==> config.mk <==
export PLATFORM = sky130hd
export DESIGN_NAME = tape_motion_directive_sequencer
export DESIGN_NICKNAME = d
export VERILOG_FILES = /design/src/verilog/tape_motion_pkg.sv /design/src/verilog/tape_motion_directive_sequencer.sv
export SDC_FILE = /design/constraint.sdc
export NUM_CORES = 1
export LEC_CHECK = 0
export ABC_AREA = 1
export BUFFER_PORTS_ARGS = -buffer_cell sky130_fd_sc_hd__buf_2
export CAP_MARGIN = 20
export CORE_ASPECT_RATIO = 0.7
export CORE_UTILIZATION = 55
export CTS_CLUSTER_DIAMETER = 40
export DETAILED_ROUTE_END_ITERATION = 6
export GPL_TIMING_DRIVEN = 0
export PLACE_DENSITY = 0.8
export SLEW_MARGIN = 20
export SYNTH_ARGS = -nofsm -noshare
export SYNTH_HDL_FRONTEND = slang
export SYNTH_SLANG_ARGS = --single-unit
==> constraint.sdc <==
create_clock -name i_core_clk -period 3.64 [get_ports i_core_clk]
set_input_delay 0.728 -clock i_core_clk [delete_from_list [all_inputs] [get_ports i_core_clk]]
set_output_delay 0.728 -clock i_core_clk [all_outputs]
set_load 0.02 [all_outputs]
==> src/verilog/tape_motion_pkg.sv <==
// constants, register map and state type of the tape motion sequencer
package tape_motion_pkg;
  // clock and timing
  localparam int unsigned CLK_PERIOD_NS = 10;
  localparam int unsigned NS_PER_MS = 1000000;
  localparam int unsigned WR_DELAY_MS = 30;
  localparam int unsigned WR_DELAY_ALT_MS = 70;
  localparam int unsigned WR_DELAY_CYC = WR_DELAY_MS * (NS_PER_MS / CLK_PERIOD_NS);
  localparam int unsigned WR_DELAY_ALT_CYC = WR_DELAY_ALT_MS * (NS_PER_MS / CLK_PERIOD_NS);
  localparam int unsigned RD_CTL_DELAY_NS = 10000;
  localparam int unsigned RD_CTL_DELAY_CYC = (RD_CTL_DELAY_NS + CLK_PERIOD_NS - 1) / CLK_PERIOD_NS;
  localparam int DLY_W = 23;
  // function word layout: four octal digits XXCD
  localparam int FN_W = 12;
  localparam int DIGIT_W = 3;
  localparam int FN_C_LSB = 3;
  localparam int FN_D_LSB = 0;
  localparam logic [2:0] FN_C_MOTION = 3'h1;
  localparam logic [2:0] CODE_REWIND = 3'h0;
  localparam logic [2:0] CODE_UNLOAD = 3'h1;
  localparam logic [2:0] CODE_BKSP = 3'h2;
  localparam logic [2:0] CODE_SFWD = 3'h3;
  localparam logic [2:0] CODE_SREV = 3'h4;
  localparam logic [2:0] CODE_WFM = 3'h5;
  localparam logic [2:0] CODE_SKIP = 3'h6;
  // frame data
  localparam int FRAME_W = 6;
  localparam logic [5:0] FILE_MARK_FRAME = 6'h0f;
  localparam logic [1:0] EOR_BLANK_LAST = 2'h2;
  // write timing chain times
  localparam logic [2:0] T0 = 3'h0;
  localparam logic [2:0] T1 = 3'h1;
  localparam logic [2:0] T2 = 3'h2;
  localparam logic [2:0] T3 = 3'h3;
  localparam logic [2:0] T5 = 3'h5;
  localparam logic [2:0] T7 = 3'h7;
  // register map
  localparam int ADDR_W = 4;
  localparam logic [3:0] OFF_FUNC = 4'h0;
  localparam logic [3:0] OFF_CTRL = 4'h4;
  localparam logic [3:0] OFF_STATUS = 4'h8;
  localparam logic [31:0] CTRL_RST = 32'h0;
  localparam logic [31:0] CTRL_MASK = 32'h7ff;
  localparam int CB_CONNECTED = 0;
  localparam int CB_READ_REQ = 1;
  localparam int CB_DATA_REQ = 2;
  localparam int CB_BUSY_LINE = 3;
  localparam int CB_INT_PEND = 4;
  localparam int CB_NONSTOP = 5;
  localparam int CB_REV_READ = 6;
  localparam int CB_ALT_DELAY = 7;
  localparam int CB_UNIT_LSB = 8;
  localparam int UNIT_W = 3;
  localparam int SB_BUSY = 0;
  localparam int SB_REJECT = 1;
  localparam int SB_LOST = 2;
  localparam int SB_LOCKOUT = 3;
  localparam int SB_RDCTL = 4;
  localparam int SB_WCTL = 5;
  localparam int SB_STATE_LSB = 8;
  localparam int SB_W2_LSB = 16;
  localparam logic [1:0] RESP_OKAY = 2'h0;
  localparam logic [1:0] RESP_DECERR = 2'h3;
  typedef enum logic [3:0] {
    ST_IDLE, ST_WDELAY, ST_FMPASS, ST_MISS, ST_CHK, ST_TERM, ST_RDELAY, ST_READ, ST_SEEK
  } state_t;
endpackage : tape_motion_pkg

==> src/verilog/tape_motion_directive_sequencer.sv <==
// tape motion directive decoder and sequencer with axi4-lite registers
// Operation
// RULE1 - function word XXCD, C digit one means motion
// RULE2 - only connected controller accepts a function
// RULE3 - codes 0010 rewind, 0011 unload, 0012 backspace
// RULE4 - 0013 search forward, 0014 search backward
// RULE5 - 0015 write file mark, 0016 skip bad spot
// RULE6 - backspace after reverse read moves forward
// RULE7 - skip bad spot: write motion, delay, terminate
// RULE8 - file mark is one frame 17 plus check
// RULE9 - after delay, transfer state set, pattern loaded
// RULE10 - three blank frames then check character
// RULE11 - file mark frame pass timing, times 0-7
// RULE12 - check character pass, then terminate and clear
// RULE13 - search forward sends forward, read, stop-on-mark
// RULE14 - handler returns end of record only at mark
// RULE15 - search backward same but reverse motion
// RULE16 - backspace sends reverse and read until record end
// RULE17 - rewind sends signal, controller becomes free
// RULE18 - unload sends signal, controller becomes free
// RULE19 - computer rejects search not taken in 100 us; no timeout here, ST_SEEK waits for end of record
// RULE20 - read requested while busy reports reject
// RULE21 - read starts only when all prerequisites hold
// RULE22 - read motion sets read, forward, conditioning
// RULE23 - read control sets 10 us after start
module tape_motion_directive_sequencer #(
  parameter int unsigned WR_DELAY_CYCLES = tape_motion_pkg::WR_DELAY_CYC,
  parameter int unsigned WR_DELAY_ALT_CYCLES = tape_motion_pkg::WR_DELAY_ALT_CYC
) (
  input wire logic i_core_clk,
  input wire logic i_rstn,
  input wire logic [tape_motion_pkg::ADDR_W-1:0] i_awaddr,
  input wire logic i_awvalid,
  output logic o_awready,
  input wire logic [31:0] i_wdata,
  input wire logic [3:0] i_wstrb,
  input wire logic i_wvalid,
  output logic o_wready,
  output logic [1:0] o_bresp,
  output logic o_bvalid,
  input wire logic i_bready,
  input wire logic [tape_motion_pkg::ADDR_W-1:0] i_araddr,
  input wire logic i_arvalid,
  output logic o_arready,
  output logic [31:0] o_rdata,
  output logic [1:0] o_rresp,
  output logic o_rvalid,
  input wire logic i_rready,
  input wire logic i_handler_ready_reply,
  input wire logic i_handler_not_busy_reply,
  input wire logic i_end_of_record_reply,
  input wire logic i_read_sprocket,
  input wire logic i_lost_data_event,
  output logic o_forward,
  output logic o_reverse,
  output logic o_read,
  output logic o_write,
  output logic o_rewind,
  output logic o_unload,
  output logic o_stop_on_file_mark,
  output logic o_write_gate,
  output logic o_write_sprocket,
  output logic [tape_motion_pkg::FRAME_W-1:0] o_write_frame,
  output logic o_end_of_record_clear,
  output logic [tape_motion_pkg::UNIT_W-1:0] o_unit_select
);
  import tape_motion_pkg::*;

  state_t st_q;
  logic [2:0] tm_q;
  logic [1:0] miss_q;
  logic [DLY_W-1:0] dly_q;
  logic [31:0] ctrl_q;
  logic [FN_W-1:0] func_q;
  logic aw_hold_q, w_hold_q, bvalid_q, rvalid_q;
  logic [ADDR_W-1:0] aw_addr_q;
  logic [31:0] w_data_q, rdata_q, wmask;
  logic [3:0] w_strb_q;
  logic [1:0] bresp_q, rresp_q;
  logic write_motion_ff, write_control_ff, chan_to_out_xfer_ff, write_resync_ff;
  logic write_gate_ff, write_sprocket_ff, file_mark_request_ff, init_check_char_ff;
  logic write_term_one_ff, write_term_two_ff, end_of_record_clear;
  logic [FRAME_W-1:0] w1_q, w2_q;
  logic [1:0] frame_counter;
  logic read_motion_ff, read_data_lockout_ff, lost_data_ff, read_fwd_condition_ff;
  logic read_control_ff, read_ff, fwd_q, rev_q, stop_fm_q, rewind_q, unload_q;
  logic last_rev_q, skip_q, reject_q;

  // channel lines held in the control register
  logic connected_term, read_request_line, data_request_line, channel_busy_line;
  logic interrupt_pending_term, nonstop, rev_read, alt_delay;
  assign connected_term = ctrl_q[CB_CONNECTED];
  assign read_request_line = ctrl_q[CB_READ_REQ];
  assign data_request_line = ctrl_q[CB_DATA_REQ];
  assign channel_busy_line = ctrl_q[CB_BUSY_LINE];
  assign interrupt_pending_term = ctrl_q[CB_INT_PEND];
  assign nonstop = ctrl_q[CB_NONSTOP];
  assign rev_read = ctrl_q[CB_REV_READ];
  assign alt_delay = ctrl_q[CB_ALT_DELAY];

  // byte lane mask
  genvar b;
  generate
    for (b = 0; b < 4; b++) begin : g_lane
      assign wmask[8*b +: 8] = {8{w_strb_q[b]}};
    end
  endgenerate

  // bus write strobes and function decode
  logic wr_fire, wr_func, wr_ctrl, wr_stat, busy, fn_go, rd_go, wdly_done, rdly_done;
  logic [FN_W-1:0] wfunc;
  logic [2:0] fn_c, fn_d;
  logic [DLY_W-1:0] wr_dly_load;
  assign wr_fire = aw_hold_q & w_hold_q & ~bvalid_q;
  assign wr_func = wr_fire & (aw_addr_q == OFF_FUNC);
  assign wr_ctrl = wr_fire & (aw_addr_q == OFF_CTRL);
  assign wr_stat = wr_fire & (aw_addr_q == OFF_STATUS);
  assign wfunc = w_data_q[FN_W-1:0];
  assign fn_c = wfunc[FN_C_LSB +: DIGIT_W]; // RULE1
  assign fn_d = wfunc[FN_D_LSB +: DIGIT_W];
  assign busy = (st_q != ST_IDLE);
  assign fn_go = wr_func & connected_term & ~busy & (fn_c == FN_C_MOTION); // RULE2
  assign wdly_done = (st_q == ST_WDELAY) & (dly_q == '0);
  assign rdly_done = (st_q == ST_RDELAY) & (dly_q == '0);
  assign wr_dly_load = alt_delay ? DLY_W'(WR_DELAY_ALT_CYCLES - 1) : DLY_W'(WR_DELAY_CYCLES - 1);
  // read prerequisites
  assign rd_go = ~busy & ~fn_go & read_request_line & connected_term & ~interrupt_pending_term
    & ~lost_data_ff & i_handler_ready_reply & read_data_lockout_ff
    & (i_handler_not_busy_reply | nonstop); // RULE21

  // axi handshakes
  assign o_awready = ~aw_hold_q & ~bvalid_q;
  assign o_wready = ~w_hold_q & ~bvalid_q;
  assign o_arready = ~rvalid_q;
  assign o_bvalid = bvalid_q;
  assign o_bresp = bresp_q;
  assign o_rvalid = rvalid_q;
  assign o_rresp = rresp_q;
  assign o_rdata = rdata_q;

  // write address and data capture, response
  always_ff @(posedge i_core_clk) begin
    if (!i_rstn) begin
      aw_hold_q <= 1'b0;
      w_hold_q <= 1'b0;
      bvalid_q <= 1'b0;
      bresp_q <= RESP_OKAY;
      aw_addr_q <= '0;
      w_data_q <= '0;
      w_strb_q <= '0;
    end else begin
      if (i_awvalid && o_awready) begin
        aw_hold_q <= 1'b1;
        aw_addr_q <= i_awaddr;
      end
      if (i_wvalid && o_wready) begin
        w_hold_q <= 1'b1;
        w_data_q <= i_wdata;
        w_strb_q <= i_wstrb;
      end
      if (wr_fire) begin
        aw_hold_q <= 1'b0;
        w_hold_q <= 1'b0;
        bvalid_q <= 1'b1;
        bresp_q <= (wr_func | wr_ctrl | wr_stat) ? RESP_OKAY : RESP_DECERR;
      end else if (bvalid_q && i_bready) begin
        bvalid_q <= 1'b0;
      end
    end
  end

  // read channel
  always_ff @(posedge i_core_clk) begin
    if (!i_rstn) begin
      rvalid_q <= 1'b0;
      rdata_q <= '0;
      rresp_q <= RESP_OKAY;
    end else if (i_arvalid && o_arready) begin
      rvalid_q <= 1'b1;
      rresp_q <= RESP_OKAY;
      rdata_q <= '0;
      unique case (i_araddr)
        OFF_FUNC: rdata_q <= 32'(func_q);
        OFF_CTRL: rdata_q <= ctrl_q;
        OFF_STATUS: begin
          rdata_q[SB_BUSY] <= busy;
          rdata_q[SB_REJECT] <= reject_q;
          rdata_q[SB_LOST] <= lost_data_ff;
          rdata_q[SB_LOCKOUT] <= read_data_lockout_ff;
          rdata_q[SB_RDCTL] <= read_control_ff;
          rdata_q[SB_WCTL] <= write_control_ff;
          rdata_q[SB_STATE_LSB +: 4] <= st_q;
          rdata_q[SB_W2_LSB +: FRAME_W] <= w2_q;
        end
        default: rresp_q <= RESP_DECERR;
      endcase
    end else if (rvalid_q && i_rready) begin
      rvalid_q <= 1'b0;
    end
  end

  // software registers and sticky flags, set wins over clear
  always_ff @(posedge i_core_clk) begin
    if (!i_rstn) begin
      ctrl_q <= CTRL_RST;
      func_q <= '0;
      reject_q <= 1'b0;
      lost_data_ff <= 1'b0;
    end else begin
      if (wr_ctrl) begin
        ctrl_q <= ((ctrl_q & ~wmask) | (w_data_q & wmask)) & CTRL_MASK;
      end
      if (wr_func && connected_term) begin
        func_q <= wfunc;
      end
      if (wr_ctrl && busy && w_strb_q[0] && w_data_q[CB_READ_REQ] && !read_request_line) begin
        reject_q <= 1'b1; // RULE20
      end else if (wr_stat && w_strb_q[0] && w_data_q[SB_REJECT]) begin
        reject_q <= 1'b0;
      end
      if (i_lost_data_event) begin
        lost_data_ff <= 1'b1;
      end else if (wr_stat && w_strb_q[0] && w_data_q[SB_LOST]) begin
        lost_data_ff <= 1'b0;
      end
    end
  end

  // sequencer state, timing chain and delay counter
  always_ff @(posedge i_core_clk) begin
    if (!i_rstn) begin
      st_q <= ST_IDLE;
      tm_q <= T0;
      miss_q <= '0;
      dly_q <= '0;
    end else begin
      unique case (st_q)
        ST_IDLE: begin
          tm_q <= T0;
          if (fn_go) begin
            unique case (fn_d)
              CODE_BKSP, CODE_SFWD, CODE_SREV: st_q <= ST_SEEK;
              CODE_WFM, CODE_SKIP: begin
                st_q <= ST_WDELAY; // RULE7
                dly_q <= wr_dly_load;
              end
              default: st_q <= ST_IDLE; // RULE17 RULE18
            endcase
          end else if (rd_go) begin
            st_q <= ST_RDELAY;
            dly_q <= DLY_W'(RD_CTL_DELAY_CYC - 1);
          end
        end
        ST_WDELAY: begin
          dly_q <= dly_q - 1'b1;
          if (wdly_done) begin
            st_q <= skip_q ? ST_TERM : ST_FMPASS;
          end
        end
        ST_FMPASS: begin
          tm_q <= tm_q + 1'b1;
          miss_q <= '0;
          if (tm_q == T7) begin
            st_q <= ST_MISS;
          end
        end
        ST_MISS: begin
          tm_q <= tm_q + 1'b1;
          if (tm_q == T7) begin
            miss_q <= miss_q + 1'b1;
            if (miss_q == EOR_BLANK_LAST) begin
              st_q <= ST_CHK; // RULE10
            end
          end
        end
        ST_CHK: begin
          tm_q <= tm_q + 1'b1;
          if (tm_q == T7) begin
            st_q <= ST_TERM;
          end
        end
        ST_TERM: begin
          tm_q <= tm_q + 1'b1;
          if (tm_q == T2) begin
            st_q <= ST_IDLE;
          end
        end
        ST_RDELAY: begin
          dly_q <= dly_q - 1'b1;
          if (rdly_done) begin
            st_q <= ST_READ; // RULE23
          end
        end
        ST_READ: begin
          if (!read_request_line || i_end_of_record_reply) begin
            st_q <= ST_IDLE;
          end
        end
        ST_SEEK: begin
          if (i_end_of_record_reply) begin
            st_q <= ST_IDLE; // RULE16
          end
        end
        default: st_q <= ST_IDLE;
      endcase
    end
  end

  // write chain flip-flops for file mark and skip bad spot
  logic fm_t, ck_t, tm_t;
  assign fm_t = (st_q == ST_FMPASS);
  assign ck_t = (st_q == ST_CHK);
  assign tm_t = (st_q == ST_TERM);
  always_ff @(posedge i_core_clk) begin
    if (!i_rstn) begin
      write_motion_ff <= 1'b0;
      write_control_ff <= 1'b0;
      chan_to_out_xfer_ff <= 1'b0;
      write_resync_ff <= 1'b0;
      write_gate_ff <= 1'b0;
      write_sprocket_ff <= 1'b0;
      file_mark_request_ff <= 1'b0;
      init_check_char_ff <= 1'b0;
      write_term_one_ff <= 1'b0;
      write_term_two_ff <= 1'b0;
      end_of_record_clear <= 1'b1;
      w1_q <= '0;
      w2_q <= '0;
      frame_counter <= '0;
    end else begin
      if (fn_go && (fn_d == CODE_WFM || fn_d == CODE_SKIP)) begin
        write_motion_ff <= 1'b1; // RULE7
        file_mark_request_ff <= (fn_d == CODE_WFM); // RULE8
        frame_counter <= '0;
      end
      if (wdly_done) begin
        write_control_ff <= 1'b1;
        end_of_record_clear <= 1'b0;
        chan_to_out_xfer_ff <= ~skip_q; // RULE9
        write_resync_ff <= ~skip_q;
        write_term_one_ff <= skip_q; // RULE7
      end
      if (fm_t && tm_q == T0) write_gate_ff <= 1'b1; // RULE11
      if (fm_t && tm_q == T1) w2_q <= w1_q; // RULE11
      if (fm_t && tm_q == T2) w1_q <= FILE_MARK_FRAME; // RULE8 RULE9
      if ((fm_t || ck_t) && tm_q == T3) write_sprocket_ff <= 1'b1; // RULE11 RULE12
      if (fm_t && tm_q == T3) file_mark_request_ff <= 1'b0;
      if (fm_t && tm_q == T5) begin
        frame_counter <= frame_counter + 1'b1; // RULE11
        init_check_char_ff <= 1'b1;
      end
      if (fm_t && tm_q == T7) begin
        write_sprocket_ff <= 1'b0; // RULE11
        write_resync_ff <= 1'b0;
        write_gate_ff <= 1'b0;
        chan_to_out_xfer_ff <= 1'b0;
      end
      if (ck_t && tm_q == T1) begin
        w2_q <= w1_q;
        w1_q <= '0; // RULE12
        write_term_one_ff <= 1'b1;
      end
      if (ck_t && tm_q == T7) begin
        write_sprocket_ff <= 1'b0;
        init_check_char_ff <= 1'b0;
      end
      if (tm_t && tm_q == T0) begin
        write_term_two_ff <= 1'b1; // RULE12
        write_term_one_ff <= 1'b0;
        write_motion_ff <= 1'b0;
      end
      if (tm_t && tm_q == T1) begin
        write_control_ff <= 1'b0; // RULE12
        end_of_record_clear <= 1'b1;
      end
      if (tm_t && tm_q == T2) write_term_two_ff <= 1'b0;
    end
  end

  // handler motion and read flip-flops
  always_ff @(posedge i_core_clk) begin
    if (!i_rstn) begin
      fwd_q <= 1'b0;
      rev_q <= 1'b0;
      read_ff <= 1'b0;
      stop_fm_q <= 1'b0;
      rewind_q <= 1'b0;
      unload_q <= 1'b0;
      read_motion_ff <= 1'b0;
      read_fwd_condition_ff <= 1'b0;
      read_control_ff <= 1'b0;
      read_data_lockout_ff <= 1'b1;
      last_rev_q <= 1'b0;
      skip_q <= 1'b0;
    end else begin
      rewind_q <= fn_go && (fn_d == CODE_REWIND); // RULE3 RULE17
      unload_q <= fn_go && (fn_d == CODE_UNLOAD); // RULE3 RULE18
      if (fn_go) begin
        last_rev_q <= 1'b0;
        skip_q <= (fn_d == CODE_SKIP); // RULE5
        unique case (fn_d)
          CODE_BKSP: begin
            read_ff <= 1'b1; // RULE16
            fwd_q <= last_rev_q; // RULE6
            rev_q <= ~last_rev_q;
          end
          CODE_SFWD, CODE_SREV: begin
            read_ff <= 1'b1; // RULE4 RULE13
            fwd_q <= (fn_d == CODE_SFWD);
            rev_q <= (fn_d == CODE_SREV); // RULE15
            stop_fm_q <= 1'b1;
          end
          CODE_WFM, CODE_SKIP: fwd_q <= 1'b1;
          default: fwd_q <= fwd_q;
        endcase
      end else if (rd_go) begin
        read_motion_ff <= 1'b1; // RULE22
        read_ff <= 1'b1;
        fwd_q <= ~rev_read;
        rev_q <= rev_read;
        read_fwd_condition_ff <= ~rev_read;
        last_rev_q <= rev_read;
      end
      if (rdly_done) read_control_ff <= 1'b1; // RULE23
      if (st_q == ST_READ && i_read_sprocket && read_data_lockout_ff) begin
        read_data_lockout_ff <= 1'b0; // first frame: motion now self-sustaining
        read_ff <= 1'b0;
        fwd_q <= 1'b0;
        rev_q <= 1'b0;
      end
      if (tm_t && tm_q == T0) fwd_q <= 1'b0;
      if ((st_q == ST_READ && (!read_request_line || i_end_of_record_reply))
          || (st_q == ST_SEEK && i_end_of_record_reply)) begin
        read_motion_ff <= 1'b0;
        read_control_ff <= 1'b0;
        read_fwd_condition_ff <= 1'b0;
        read_data_lockout_ff <= 1'b1;
        read_ff <= 1'b0;
        fwd_q <= 1'b0;
        rev_q <= 1'b0;
        stop_fm_q <= 1'b0; // RULE14
      end
    end
  end

  // handler outputs
  assign o_forward = fwd_q;
  assign o_reverse = rev_q;
  assign o_read = read_ff;
  assign o_write = write_control_ff;
  assign o_rewind = rewind_q;
  assign o_unload = unload_q;
  assign o_stop_on_file_mark = stop_fm_q;
  assign o_write_gate = write_gate_ff;
  assign o_write_sprocket = write_sprocket_ff;
  assign o_write_frame = w1_q;
  assign o_end_of_record_clear = end_of_record_clear;
  assign o_unit_select = ctrl_q[CB_UNIT_LSB +: UNIT_W];
endmodule : tape_motion_directive_sequencer

* After elaboration in Yosys (flattened, before gate mapping)
Index checks and enable logic that the tools add are counted.
** Cells by class
- $add $sub $neg :: 3
- Multiply operators :: 0
- Divide/modulo/power cells :: 0
- $lt $le $gt $ge :: 0
- Eq/ne operators :: 38
- Shifts and indexed selects :: 0
- Muxes and demuxes :: 47
- Bitwise operators :: 38
- Reduce and logical (&&, ||, !) cells :: 70
** Operators with widths (count)
- two-way mux 23 bit :: 4
- case mux 23 bit (2 select lines) :: 1
- two-way mux 4 bit :: 11
- case mux 4 bit (9 select lines) :: 1
- logical AND 1 bit :: 28
- equality test 4 x 3 -> 1 bit (second input constant) :: 6
- logical NOT 23 bit :: 1
- subtractor 23 x 1 -> 23 bit (second input constant) :: 1
- bitwise AND 11 bit :: 2
- bitwise AND 1 bit :: 20
- two-way mux 6 bit :: 3
- case mux 6 bit (3 select lines) :: 1
- nonzero test 2 bit :: 9
- OR reduction 2 bit :: 9
- two-way mux 1 bit :: 15
- inequality test 2 bit (second input constant) :: 7
- equality test 3 x 2 -> 1 bit (second input constant) :: 4
- equality test 3 bit (second input constant) :: 4
- equality test 4 bit (second input constant) :: 3
- logical NOT 4 bit :: 3
- case mux 4 bit (3 select lines) :: 1
- OR reduction 3 bit :: 4
- inverter 1 bit :: 11
- inverter 11 bit :: 1
- other kinds (27) :: 46
** Storage, ports and cells
- Bits in registers :: 122
- Latch bits :: 0
- Memory bits (writable) :: 0
- Memory bits (read-only) :: 0
- Bits of input ports :: 56
- Output and inout bits :: 60
- Logic and storage cells :: 230
- Memories kept :: 0

* Logic depth before layout (Yosys ltp)
- Depth after elaboration :: 18
- Depth in mapped cells :: 13

* Least setup slack after synthesis
Ideal clock, no wire load.
- Path type :: input -> register
- Start point :: in i_handler_ready_reply
- End point :: reg dly_q[10]
- Setup time :: 113 ps
- Data arrival time :: 1675 ps
- Path slack :: 1852 ps
- Stages on the path :: 8
- Cell sequence :: nand2_1 nor3_1 nand4_1 nand3_4 nand2_4 buf_4 nor2_1 nor2_1
** Between the ends
- Cells in the longest elaborated chain, start to end :: 5
** Ends and longest elaborated chain
- start, declared :: RTL line tape_motion_directive_sequencer.sv:49 : input wire logic i_handler_ready_reply,
- bitwise AND 1 bit (2 in series) :: RTL line tape_motion_directive_sequencer.sv:128 : & ~lost_data_ff & i_handler_ready_reply & read_data_lockout_ff
- bitwise AND 1 bit :: RTL line tape_motion_directive_sequencer.sv:129 : & (i_handler_not_busy_reply | nonstop);
- inequality test 3 bit (no source line)
- AND reduction 3 bit (no source line)
- end signal, assigned :: RTL line tape_motion_directive_sequencer.sv:245 : dly_q <= wr_dly_load;
- end signal, assigned :: RTL line tape_motion_directive_sequencer.sv:251 : dly_q <= DLY_W'(RD_CTL_DELAY_CYC - 1);
- end signal, assigned :: RTL line tape_motion_directive_sequencer.sv:255 : dly_q <= dly_q - 1'b1;
- end, declared :: RTL line tape_motion_directive_sequencer.sv:72 : logic [DLY_W-1:0] dly_q;
Every way passes these cells.
A chain may end at the register's enable or synchronous reset.

* Worst setup path in the final report
- Start point :: reg dly_q[0]
- End point :: reg st_q[2]
** Between the ends
- Cells in the longest elaborated chain, start to end :: 4
- Elaborated cells on any way between the ends :: 6
- Those cells by class :: eq/ne: 2; bitwise: 2; reduce/logical: 2
** Ends and longest elaborated chain
- logical NOT 23 bit * :: RTL line tape_motion_directive_sequencer.sv:123, tape_motion_directive_sequencer.sv:124
- bitwise AND 1 bit, on equally long branches :: RTL line tape_motion_directive_sequencer.sv:124, tape_motion_directive_sequencer.sv:123
- inequality test 2 bit (no source line)
- AND reduction 10 bit (no source line) *
- end signal, assigned :: RTL line tape_motion_directive_sequencer.sv:257 : st_q <= skip_q ? ST_TERM : ST_FMPASS;
- end, declared :: RTL line tape_motion_directive_sequencer.sv:69 : state_t st_q;
Mark *: on every way between the ends. The rest lies on a longest branch, timed or not.

==> run summary <==
outcome: finished clean
clk root buf: clkbuf_16
CTS H-Tree Depth: 3
drt wl/cell: 13.8 µm
site row count: 30
Starting Density: 57.7%
part of the cycle the worst path needs: 60.7%
Synthesis Warnings: 0
DR iter-0 viols: 622
Die Area: 10,800 µm²
RSZ-0062 raised after global routing: false
Crit Path Class: flip-flop to flip-flop
worst reg-to-reg path cell count: 10
GR Util met3: 7.40%
vias in the first global route: 4,765
final instance area: 6640 µm²
fin util: 67.0%
share of the synthesized area in the top cell type: 38.5%
Setup TNS: 0 ns
Fill cells: 929
met2 Use GR: 40.3%
Max-Slew Margin vs Limit: 45.1%
Fin. Hold Viols: 0
Placer Congestion: 0.907
ANT cells: 0
First-pass DRT Iterations: 5
first-pass GRT wire length: 24.2 mm
Final Power: 4.14 mW
final wirelength: 15.3 mm
Post-DRT Antenna Nets: 0
mapped cell area: 5720 µm²
Final Skew: 0.00895 ns
non-filler cells, final: 1,110
total gr overflow: 0
Vias/cell: 5.27
hold buffers post-CTS: 0
slack of the critical path: 1.43 ns
largest net degree at the start of global routing: 22
postcts setup bufs: 0
cts bufs inserted: 9
HP Start: o_stop_on_file_mark
initial antenna violation count: 0
I/O Pins: 116
# nets final: 1,041
share of cells above drive strength 1: 14.5%
GR peak layer: met1
M1 GR Usage: 45.1%
Max-Cap Viols: 0
Slew Viols, Final: 0
die height: 87.3 µm
Static Leak: 3.32 nW
Die Wd: 124 µm
final setup fails: 0
CTS sink cnt: 110
Synth area leaders: dfxtp_1 39%, nand2_1 14%, nor2_1 11%
FMAX: 453 MHz
placed cell count: 1,094
Worst setup SP type: flip-flop
layout overhead on the synthesized area: 16.1%
worst r2r src: dly_q[0]
DP Worst Slack: 1.27 ns
critical path arrival: 2.50 ns
GRT Util Overall: 29.4%
Post-Syn Area per Cell: 6.54 µm²
DP Area: 6320 µm²
sequential area share after synthesis: 38.5%
Skew-Pair Late Insertion Delay: 0.36 ns
Clock Tree Buf Depth: 2
reg2reg setup slack: 1.43 ns
I/O Buffers: 75
DP Wirelength: 11.4 mm
Yosys cell types: 36
Post-Synthesis Cells: 874
# resized after CTS: 0
TritonCTS clock tree: done
CP required: 3.93 ns
hold depth: 2
largest area contributor in the netlist: dfxtp_1
Crit Path Max Fanout: 6
hold endpoint: o_stop_on_file_mark
crit end category: flip-flop
worst r2r dst: st_q[2]
vias: 5,847
Tmin final: 2.21 ns
P per Cell Area: 624 nW/µm²
worst vdd ir: 289 µV
core box area: 9910 µm²
clk slew on worst S/H paths: 0.08 ns
Worst Tran Pin Value: 0.823 ns
class of the worst hold path: flip-flop to flip-flop
drc violations: 0
Hold WS: 0.448 ns
Yosys reg bits: 110
critical path, stage by stage (launching register included):
cell     delay, ns
dfxtp_1       0.33
inv_1         0.10
ha_1          0.29
nand2_1       0.15
nor2_1        0.39
nand3_1       0.25
o21ai_0       0.19
nand3_1       0.18
nand2_1       0.10
nand2_1       0.06
nor2_1        0.09
synthesized netlist by cell type, drive strengths merged:
cell,count
nand2,212
buf,37
o221a,1
ha,8
clkinv,1
a21oi,59
xor2,4
o21ai,72
nor3,5
nor2,168
a22o,1
conb,1
a31oi,3
clkbuf,18
o21a,2
nor4,2
nand3,47
a21o,3
nand4,15
a211oi,2
inv,94
dfxtp,110
o211ai,8
and3,1
logic make-up after synthesis:
| group | Yosys count | synth area share (%) |
|---|---|---|
| AND/OR/NAND/NOR | 450 | 32.5 |
| other | 1 | 0.0656 |
| adder cells (fa/ha/maj) | 8 | 1.75 |
| flip-flops | 110 | 38.5 |
| buffers and inverters | 150 | 12.3 |
| XOR/XNOR | 4 | 0.613 |
| AO/OA/AOI/OAI | 151 | 14.3 |
where the power goes:
part           internal, mW  switching (mW)  leakage, nW
registers              1.34           0.129        0.898
logic                 0.510            1.09         2.26
clock network         0.559           0.514        0.159
total                  2.41            1.74         3.32
routing by layer:
metal	up-vias	share of wire, %
li1	2949	-
met1	2606	48
met2	269	40
met3	23	10
met4	0	1.5
met5	-	0
flip-flops by register name (all words and copies together), names as in the netlist, 2 cells and up, named ones only:
| name | cells |
|---|---|
| dly_q | 23 |
| o_rdata | 13 |
| func_q | 12 |
| w_data_q | 12 |
| aw_addr_q | 4 |
| st_q | 4 |
| tm_q | 3 |
| miss_q | 2 |
| w_strb_q | 2 |
layout make-up:
type | count | area, µm² | share of cell area (%)
Clock buffer | 9 | 225 | 3.39
Tap cell | 128 | 160 | 2.41
Sequential cell | 110 | 2200 | 33.2
Multi-Input combinational cell | 631 | 2880 | 43.3
Buffer | 55 | 343 | 5.16
Timing Repair Buffer | 75 | 375 | 5.65
Inverter | 95 | 359 | 5.41
Clock inverter | 7 | 97.6 | 1.47
how the worst max path moves through the flow:
stage                               start          end  slack [ns]
global route                     dly_q[0]      st_q[2]        1.28
global placement                   i_rstn  w_data_q[2]        1.29
CTS                              dly_q[0]      st_q[2]        1.50
floorplan           i_handler_ready_reply    dly_q[10]        1.85
finish                           dly_q[0]      st_q[2]        1.43
detailed placement                 i_rstn  w_data_q[5]        1.27
cells in the final DEF (no fill, tap or decap), drive strengths merged:
cell type,instances
a21oi,59
ha,8
dfxtp,110
a22o,1
a21o,3
nor4,2
o21a,2
o211ai,8
nand4,15
conb,18
nand2,212
clkbuf,27
nor3,5
inv,98
a31oi,3
clkinv,3
o221a,1
xor2,4
bufinv,1
nor2,168
o21ai,72
and3,1
buf,112
a211oi,2
nand3,47
Power figures use the tool's default switching activity.
